--- src/design/sleep_wdt_pkg.sv ---
// Package: register offsets, fields, reset values and timing for sleep/watchdog
package sleep_wdt_pkg;
   // Register map
   localparam logic [1:0] ADDR_INTCTL = 2'h0;
   localparam logic [1:0] ADDR_STATUS = 2'h1;
   localparam logic [1:0] ADDR_WDTCTL = 2'h2;
   // Field positions
   localparam int GIE_BIT = 7;
   localparam int TO_BIT = 4;
   localparam int PD_BIT = 3;
   localparam int SWEN_BIT = 0;
   localparam int PS_LSB = 1;
   localparam int PS_MSB = 5;
   // Reset values and period code limits
   localparam logic [4:0] PS_RESET = 5'h0B;
   localparam logic [4:0] PS_MAX = 5'h12;
   localparam logic [4:0] PS_MIN = 5'h00;
   localparam logic [7:0] INTCTL_RESET = 8'h00;
   // Watchdog modes
   localparam logic [1:0] MODE_OFF = 2'h0;
   localparam logic [1:0] MODE_SW = 2'h1;
   localparam logic [1:0] MODE_NOSLEEP = 2'h2;
   localparam logic [1:0] MODE_ON = 2'h3;
   // Counter: base 1:32 of low-frequency clock, longest 2^23
   localparam int CNT_W = 23;
   localparam int BASE_SHIFT = 5;
   // Core states
   typedef enum logic [1:0] {
      ST_RUN = 2'b00,
      ST_SLEEP = 2'b01,
      ST_WAKE = 2'b11
   } core_state_t;
endpackage : sleep_wdt_pkg

--- src/design/sleep_wdt.sv ---
// Sleep controller with watchdog timer for a small core
`timescale 1ns/1ps
// Operation
// - Sleep instruction enters sleep, gates CPU clock
// - Sleep entry clears power-down, sets time-out flag
// - Low-frequency oscillator keeps running
// - Port outputs hold state during sleep
// - Non-watchdog resets work while asleep
// - Resets restart device; other wakes continue
// - Only enabled interrupts wake; global enable ignored
// - Next instruction runs, then ISR if enabled
// - Watchdog cleared on every wake-up
// - Pending enabled interrupt makes sleep no-op
// - Interrupt during sleep: complete, wake, clear
// - Expired watchdog period resets the device
// - Watchdog counts low-frequency oscillator ticks
// - Mode 11: watchdog always active
// - Mode 10: active awake, off asleep
// - Mode 01 software enable; 00 disabled
// - Period 1 ms to 256 s, reset 2 s
// - Watchdog cleared on listed clearing events
// - Watchdog cleared on entry, counts if enabled
// - Sleep time-out wakes instead of resetting
// - Period codes double; reserved codes give minimum
// - Watchdog held clear while start-up timer runs
module sleep_wdt (
   // Clock and reset
   input wire logic i_core_clk,
   input wire logic i_arst_n,
   // Register port
   input wire logic [1:0] i_addr,
   input wire logic [7:0] i_wdata,
   input wire logic i_wr,
   input wire logic i_rd,
   // Core events
   input wire logic i_sleep_instr,
   input wire logic i_watchdog_clear_instr,
   input wire logic i_irq_pending,
   input wire logic [1:0] i_watchdog_cfg_mode,
   input wire logic i_lfosc_tick,
   input wire logic i_osc_fail,
   input wire logic i_osc_startup_timer_run,
   // Outputs
   output logic [7:0] o_rdata,
   output logic o_cpu_clk_en,
   output logic o_port_hold,
   output logic o_lfosc_en,
   output logic o_wdt_reset,
   output logic o_wake,
   output logic o_run_isr
);
   sleep_wdt_pkg::core_state_t st_q, st_d;
   logic [7:0] intctl_q, intctl_d;
   logic [4:0] ps_q, ps_d;
   logic swen_q, swen_d;
   logic to_n_q, to_n_d;
   logic pd_n_q, pd_n_d;
   logic [sleep_wdt_pkg::CNT_W-1:0] cnt_q, cnt_d;
   logic [7:0] rdata_d;
   logic cpu_en_d, hold_d, rst_d, wake_d, isr_d;
   logic asleep, active, expired, clr, global_irq_enable;
   logic [sleep_wdt_pkg::CNT_W-1:0] limit;
   logic [4:0] ps_eff;

   // ----------------------------------------
   // Watchdog mode and period
   // ----------------------------------------
   always_comb begin
      asleep = (st_q == sleep_wdt_pkg::ST_SLEEP);
      global_irq_enable = intctl_q[sleep_wdt_pkg::GIE_BIT];
      unique case (i_watchdog_cfg_mode)
         sleep_wdt_pkg::MODE_ON: active = 1'b1;
         sleep_wdt_pkg::MODE_NOSLEEP: active = !asleep;
         sleep_wdt_pkg::MODE_SW: active = swen_q;
         sleep_wdt_pkg::MODE_OFF: active = 1'b0;
      endcase
      ps_eff = (ps_q > sleep_wdt_pkg::PS_MAX) ? sleep_wdt_pkg::PS_MIN : ps_q;
      // Terminal count 2^(5+ps)-1 ticks
      limit = {sleep_wdt_pkg::CNT_W{1'b1}} >>
         (5'(sleep_wdt_pkg::PS_MAX) - ps_eff);
      expired = active && i_lfosc_tick && (cnt_q == limit);
   end

   // ----------------------------------------
   // Sleep control, flags and counter
   // ----------------------------------------
   always_comb begin
      st_d = st_q;
      to_n_d = to_n_q;
      pd_n_d = pd_n_q;
      cpu_en_d = 1'b1;
      wake_d = 1'b0;
      isr_d = 1'b0;
      rst_d = 1'b0;
      clr = i_watchdog_clear_instr || i_osc_fail || !active ||
         i_osc_startup_timer_run;
      unique case (st_q)
         sleep_wdt_pkg::ST_RUN: begin
            if (i_sleep_instr && !i_irq_pending) begin
               st_d = sleep_wdt_pkg::ST_SLEEP;
               pd_n_d = 1'b0;
               to_n_d = 1'b1;
               cpu_en_d = 1'b0;
               clr = 1'b1;
            end else if (i_watchdog_clear_instr) begin
               to_n_d = 1'b1;
               pd_n_d = 1'b1;
            end else if (expired) begin
               rst_d = 1'b1;
               to_n_d = 1'b0;
            end
         end
         sleep_wdt_pkg::ST_SLEEP: begin
            cpu_en_d = 1'b0;
            if (i_irq_pending || expired) begin
               st_d = sleep_wdt_pkg::ST_WAKE;
               cpu_en_d = 1'b1;
               wake_d = 1'b1;
               clr = 1'b1;
               if (expired) begin
                  to_n_d = 1'b0;
               end
            end
         end
         sleep_wdt_pkg::ST_WAKE: begin
            // next instruction then ISR if enabled
            st_d = sleep_wdt_pkg::ST_RUN;
            isr_d = global_irq_enable && i_irq_pending;
         end
         default: st_d = sleep_wdt_pkg::ST_RUN;
      endcase
      hold_d = !cpu_en_d;
      if (clr || expired) begin
         cnt_d = '0;
      end else if (i_lfosc_tick) begin
         cnt_d = cnt_q + 1'b1;
      end else begin
         cnt_d = cnt_q;
      end
   end

   // ----------------------------------------
   // Register port
   // ----------------------------------------
   always_comb begin
      intctl_d = intctl_q;
      ps_d = ps_q;
      swen_d = swen_q;
      rdata_d = 8'h00;
      if (i_wr && i_addr == sleep_wdt_pkg::ADDR_INTCTL) begin
         intctl_d = i_wdata;
      end
      if (i_wr && i_addr == sleep_wdt_pkg::ADDR_WDTCTL) begin
         ps_d = i_wdata[sleep_wdt_pkg::PS_MSB:sleep_wdt_pkg::PS_LSB];
         swen_d = i_wdata[sleep_wdt_pkg::SWEN_BIT];
      end
      if (i_rd) begin
         unique case (i_addr)
            sleep_wdt_pkg::ADDR_INTCTL: rdata_d = intctl_q;
            sleep_wdt_pkg::ADDR_STATUS: begin
               rdata_d[sleep_wdt_pkg::TO_BIT] = to_n_q;
               rdata_d[sleep_wdt_pkg::PD_BIT] = pd_n_q;
            end
            sleep_wdt_pkg::ADDR_WDTCTL: begin
               rdata_d[sleep_wdt_pkg::PS_MSB:sleep_wdt_pkg::PS_LSB] = ps_q;
               rdata_d[sleep_wdt_pkg::SWEN_BIT] = swen_q;
            end
            default: rdata_d = 8'h00;
         endcase
      end
   end

   // ----------------------------------------
   // Registers
   // ----------------------------------------
   // external resets arrive on i_arst_n and act in any state
   always_ff @(posedge i_core_clk or negedge i_arst_n) begin
      if (!i_arst_n) begin
         st_q <= sleep_wdt_pkg::ST_RUN;
         intctl_q <= sleep_wdt_pkg::INTCTL_RESET;
         ps_q <= sleep_wdt_pkg::PS_RESET;
         swen_q <= 1'b0;
         to_n_q <= 1'b1;
         pd_n_q <= 1'b1;
         cnt_q <= '0;
         o_rdata <= 8'h00;
         o_cpu_clk_en <= 1'b1;
         o_port_hold <= 1'b0;
         o_lfosc_en <= 1'b1;
         o_wdt_reset <= 1'b0;
         o_wake <= 1'b0;
         o_run_isr <= 1'b0;
      end else begin
         st_q <= st_d;
         intctl_q <= intctl_d;
         ps_q <= ps_d;
         swen_q <= swen_d;
         to_n_q <= to_n_d;
         pd_n_q <= pd_n_d;
         cnt_q <= cnt_d;
         o_rdata <= rdata_d;
         o_cpu_clk_en <= cpu_en_d;
         o_port_hold <= hold_d;
         o_lfosc_en <= 1'b1;
         o_wdt_reset <= rst_d;
         o_wake <= wake_d;
         o_run_isr <= isr_d;
      end
   end
endmodule : sleep_wdt

--- config.mk ---
export PLATFORM = sky130hd
export DESIGN_NAME = sleep_wdt
export DESIGN_NICKNAME = d
export VERILOG_FILES = /design/src/design/sleep_wdt_pkg.sv /design/src/design/sleep_wdt.sv
export SDC_FILE = /design/constraint.sdc
export NUM_CORES = 1
export LEC_CHECK = 0
export BUFFER_PORTS_ARGS = -buffer_cell sky130_fd_sc_hd__buf_2
export CAP_MARGIN = 30
export CORE_MARGIN = 10
export CORE_UTILIZATION = 30
export DETAILED_ROUTE_END_ITERATION = 8
export MAX_ROUTING_LAYER = met4
export PLACE_DENSITY_LB_ADDON = 0.25
export SKIP_LAST_GASP = 1
export SLEW_MARGIN = 20
export SYNTH_ARGS = -nofsm -noshare
export SYNTH_HDL_FRONTEND = slang
export SYNTH_SLANG_ARGS = --single-unit
--- constraint.sdc ---
create_clock -name i_core_clk -period 4 [get_ports i_core_clk]
set_clock_uncertainty 0.1 [all_clocks]
set_input_delay 0.6 -clock i_core_clk [delete_from_list [all_inputs] [get_ports i_core_clk]]
set_output_delay 0.6 -clock i_core_clk [all_outputs]
set_load 0.02 [all_outputs]
* After elaboration in Yosys (flattened, before gate mapping)
Index checks and enable logic that the tools add are counted.
** Operators by class
- $add $sub $neg :: 2
- Magnitude comparators :: 1
- Equal/unequal tests :: 10
- Shifts and indexed selects :: 1
- Muxes and demuxes :: 31
- Reduce and logical (&&, ||, !) cells :: 24
** Operator list (count)
- two-way mux 23 bit :: 2
- adder 23 x 1 -> 23 bit, second input constant :: 1
- == test 23 bit :: 1
- right shift 23 x 5 -> 23 bit, first input constant :: 1
- two-way mux 1 bit :: 16
- == test 2 bit, second input constant :: 4
- two-way mux 8 bit :: 1
- case mux 1 bit (2 select lines) :: 4
- == test 2 x 1 -> 1 bit, second input constant :: 3
- logical AND 1 bit :: 6
- logical NOT 2 bit :: 3
- two-way mux 2 bit :: 3
- case mux 2 bit (3 select lines) :: 1
- case mux 3 bit (2 select lines) :: 1
- AND reduction 2 bit :: 3
- nonzero test 2 bit :: 3
- > comparator 5 bit, second input constant :: 1
- logical OR 1 bit :: 5
- two-way mux 5 bit :: 1
- subtractor 5 bit, first input constant :: 1
- logical NOT 1 bit :: 4
- case mux 1 bit (4 select lines) :: 1
- case mux 2 bit (2 select lines) :: 1
- != test 2 x 1 -> 1 bit, second input constant :: 1
- != test 2 bit, second input constant :: 1
** Word-level totals
- Register bits after elaboration :: 54
- Input port bits :: 22
- Output and inout port bits :: 14
- Logic and storage cells :: 82

* Logic depth before layout (Yosys ltp)
- Word-level depth :: 11
- Gate-level depth with buffers :: 16
- Gate-level depth less buffers :: 13

* Least setup slack after synthesis
No wires, ideal clock.
- Path kind :: register -> register
- Start :: reg ps_q[4]
- End :: reg cnt_q[12] in the netlist's numbering
- Arrival :: 3.306 ns
- Data required time :: 3.755 ns
- Path slack :: 0.449 ns
- Cell stages (with the launch flop) :: 16
- Cells stage by stage :: dfrtp_1 -> buf_2 -> clkbuf_1 -> o21ai_0 -> and2_1 -> ha_1 -> ha_1 -> clkbuf_1 -> o2111ai_1 -> a2111oi_1 -> o32ai_1 -> nor4_1 -> and3_1 -> buf_6 -> buf_12 -> nor3_2
** On the way
- Longest elaborated chain between the ends :: 11
** Ends and longest elaborated chain
- start, declared :: line sleep_wdt.sv:54 : logic [4:0] ps_q, ps_d;
- start signal, assigned :: line sleep_wdt.sv:181 : ps_q <= sleep_wdt_pkg::PS_RESET;
- start signal, assigned :: line sleep_wdt.sv:196 : ps_q <= ps_d;
- > comparator 5 bit :: line sleep_wdt.sv:77 : ps_eff = (ps_q > sleep_wdt_pkg::PS_MAX) ? sleep_wdt_pkg::PS_MIN : ps_q;
- two-way mux 5 bit (*) :: line sleep_wdt.sv:77
- subtractor 5 bit (*) :: line sleep_wdt.sv:80 : (5'(sleep_wdt_pkg::PS_MAX) - ps_eff);
- right shift 23 x 5 -> 23 bit (*) :: line sleep_wdt.sv:79 : limit = {sleep_wdt_pkg::CNT_W{1'b1}} >>
- == test 23 bit (*) :: line sleep_wdt.sv:81 : expired = active && i_lfosc_tick && (cnt_q == limit);
- logical AND 1 bit (*) :: line sleep_wdt.sv:81
- logical OR 1 bit :: line sleep_wdt.sv:115 : if (i_irq_pending || expired) begin
- two-way mux 1 bit :: line sleep_wdt.sv:115
- case mux 1 bit (2 select lines) :: line sleep_wdt.sv:97 : unique case (st_q)
- logical OR 1 bit (*) :: line sleep_wdt.sv:133 : if (clr || expired) begin
- two-way mux 23 bit or nonzero test 2 bit (tied branches)
- end signal, assigned :: line sleep_wdt.sv:200 : cnt_q <= cnt_d;
- end, declared :: line sleep_wdt.sv:58 : logic [sleep_wdt_pkg::CNT_W-1:0] cnt_q, cnt_d;
Every way passes the cells marked *; elsewhere a longest branch is shown, timed or not.
A chain may end at the register's enable or synchronous reset.

* Worst setup path after layout
- Start :: reg ps_q[3]
- End :: reg cnt_q[22] in the netlist's numbering
Same word-level chain as after synthesis.

==> results.toml <==
[logic_synthesis]
avgSynthCellArea_um2 = 9.73
netlist_instances = 358
synth_edf_count = 0
synth_cell_types = 63
ys_ff_latch = 54
syn_area_um2 = 3480
synth_top_cell_by_area = "dfrtp_1"
synthArstFlopShare_pct = 100
yosysSeqAreaShare_pct = 39.0
yosysMostFrequentCell = "dfrtp_1"
yosys_warnings = 0
synth_top_area_share_pct = 34.5
ys_top_cells_by_area = "dfrtp_1, nor3_2, mux2_2"
synth_fp_nets = 385
synth.top_cells.by_count = "dfrtp_1, nand2_1, nor2_1, nor3_2"
synth_flop_cell = "dfrtp_1"

[sta]
fin_crit_ps = 3770
tightest_slew_ps = 739
rsz0062_at_grt = "yes"
hold_viol_final = 0
max_freq_ghz = 0.265
drv_slew = 0
setup_viol = 0
tns_ps = 0
min_period_over_period_pct = 94.2
fin_ws_ps = 231
slew_headroom_pct = 50.4

[critical_path]
endpoint_kind = "flop"
critPathLaunchType = "flop"
cp_data_required_time_ps = 4060
crit_fanout = 23
critPathKind = "reg -> reg"
critPathArrivalTime_ps = 3830

[place]
gp_congestion = 0.969
pre_cts_ws_ps = 186
dpl.hpwl_mm = 6.64
portBuffers = 34
place_area_um2 = 3760

[worst_hold_path]
hold_class = "in -> async"

[global_routing]
grt_start_max_net_pins = 32
grt_overflow = 0
first_global_vias = 2866
grt_usage_pct = 11.1
antenna_found_initial = 0
grt_pass1_wl_mm = 14.7

[clock_tree]
htree_num_levels = 2
cts_tree = "built"
numCtsBuffers = 5
root_buffer = "clkbuf_16"
clkTransAtPathRegs_ps = 70
clk_path_buf_depth = 2
clock-sinks = 54
insertion_delay_ps = 300

[drt]
drt_iter0_markers = 178
vias = 2785
drc = 0
routedWlPerCell_um = 16.5
avgViaCountPerCell = 5.24
first_pass_iters = 5
wl_mm = 8.79
ant_nets = 0

[pwr]
p_clk_share_pct = 29.5
intPower_mw = 1.12
p_leak_nw = 1.57
p_comb_share_pct = 31.7
power_density_nw_per_um2 = 432
swShare_pct = 34.1
power.switching_uw = 578
seq_power_share_pct = 38.8
peakVddDrop_uv = 202

[floorplan]
die_h_um = 128
die_area_um2 = 16300
core_area_um2 = 11400
rows = 39
die_w_um = 128
pin_count = 36
start_util_pct = 30.6

[layout]
final-seq-area_um2 = 1360
nets = 414
fin_area_um2 = 3930
n_antenna_cell = 0
drive_gt1_share_pct = 26.3
area_delta_synth_final_pct = 12.9
n_fill_cell = 1183
final_util_pct = 34.6
multi_input_area_um2 = 1940

[flow_run]
max_cap_viol_count = 0

[status]
outcome = "completed"
==> critical path: stages, from the launching register on <==
cell and delay (ps):
dfstp_2 640, or2_1 170, o21ai_0 70, and2_1 180, ha_1 290, ha_1 440
nand2_1 200, a21o_1 200, a211oi_1 330, o2111ai_1 200, nor4_1 280, and3_1 240
buf_12 210, nor3_1 80
==> metrics by stage <==
step           std cells  hold WS, ps  power (mW)
2_1_floorplan        358          204        1.06
3_3_place_gp         522          386        1.21
3_5_place_dp         522          387        1.20
4_1_cts              530          236        1.72
5_1_grt              531          242        1.80
6_report             531          202        1.70
==> final cells by class <==
cell class | instances | share of cell area (%)
multi-input cells | 271 | 49.3
flip-flops and latches | 54 | 34.6
clock buffers | 6 | 3.28
inverters | 14 | 1.34
repair buffers | 41 | 5.98
clock inverters | 2 | 0.955
well taps | 143 | 4.55
==> kinds of logic after synthesis <==
| group | share of synthesized area (%) |
|---|---|
| AND/OR/NAND/NOR | 25.3 |
| adder cells (fa/ha/maj) | 2.08 |
| other | 0.108 |
| XOR/XNOR | 7.00 |
| AO/OA/AOI/OAI | 14.0 |
| flip-flops | 39.0 |
| buffers and inverters | 5.32 |
| multiplexers | 7.15 |
==> layout by cell type, fill, tap and decap left out, types with 2 or more instances in the layout <==
master | synthesis | final
o2111ai_1 | 4 | 4
o21a_1 | 3 | 3
dfstp_2 | 6 | 6
or2_1 | 2 | 2
a211oi_1 | 7 | 7
mux2i_1 | 8 | 8
xnor2_1 | 13 | 13
nor2b_1 | 3 | 3
nor3_2 | 20 | 20
nor4_1 | 6 | 6
and3_1 | 6 | 6
nor2_1 | 26 | 26
a21o_1 | 2 | 2
xor2_1 | 13 | 13
a211o_1 | 5 | 5
or3_1 | 3 | 3
inv_1 | 14 | 14
buf_4 | 1 | 6
ha_1 | 5 | 5
o31ai_1 | 2 | 2
and2_1 | 8 | 8
o21ai_0 | 15 | 15
nand2b_1 | 4 | 4
dfrtp_1 | 48 | 48
nor3_1 | 8 | 8
o32ai_2 | 2 | 2
or2_2 | 2 | 2
nand3_1 | 15 | 15
a22o_1 | 2 | 2
a21oi_1 | 8 | 8
nand2_1 | 27 | 27
and4_1 | 3 | 3
a31oi_1 | 3 | 3
mux2_2 | 15 | 15
o211ai_1 | 2 | 2
buf_2 | 2 | 34
nand4_1 | 6 | 6
clkbuf_16 | 0 | 5
==> registers in the layout (all words and copies together), names as in the netlist <==
register,flops
ps_q,5
cnt_q,23
to_n_q,1
pd_n_q,1
st_q,2
o_wdt_reset,1
swen_q,1
o_cpu_clk_en,1
intctl_q,8
o_wake,1
o_rdata,8
o_run_isr,1
o_port_hold,1
==> what timing repair did <==
item                                    CTS  global route
resized for setup                         0             1
buffers inserted                          0             1
hold buffers                              0             0
endpoints found under the setup margin    0            29
==> per-layer routing <==
layer	routed length, um	vias up	GRT usage [%]
met2	4210	80	18.2
met4	97	0	2.25
met3	339	7	2.11
li1	-	1347	-
met1	4140	1351	14.0
met5	0	-	-
==> power by group through the flow <==
stage          Combinational, mW  Sequential [mW]  Clock (mW)
3_3_place_gp               0.543            0.668           0
5_1_grt                    0.598            0.669       0.531
2_1_floorplan              0.395            0.667           0
3_5_place_dp               0.535            0.669           0
4_1_cts                    0.537            0.659       0.519
6_report                   0.539            0.659       0.501
==> path summary, 6_finish.rpt <==
| kind | from | endpoint | slack, ps | depth (start not counted) |
|---|---|---|---|---|
| hold reg to reg | intctl_q[6] | intctl_q[6] | 400 | 1 |
| setup / recovery | ps_q[3] | cnt_q[22] | 230 | 13 |
| setup reg to reg | ps_q[3] | cnt_q[22] | 230 | 13 |
| max in group asynchronous | i_arst_n | o_cpu_clk_en | 2740 | 2 |
| hold / removal | i_arst_n | o_rdata[2] | 200 | 1 |
| min in group i_core_clk | intctl_q[6] | intctl_q[6] | 400 | 1 |
(Power assumes the default switching activity.)
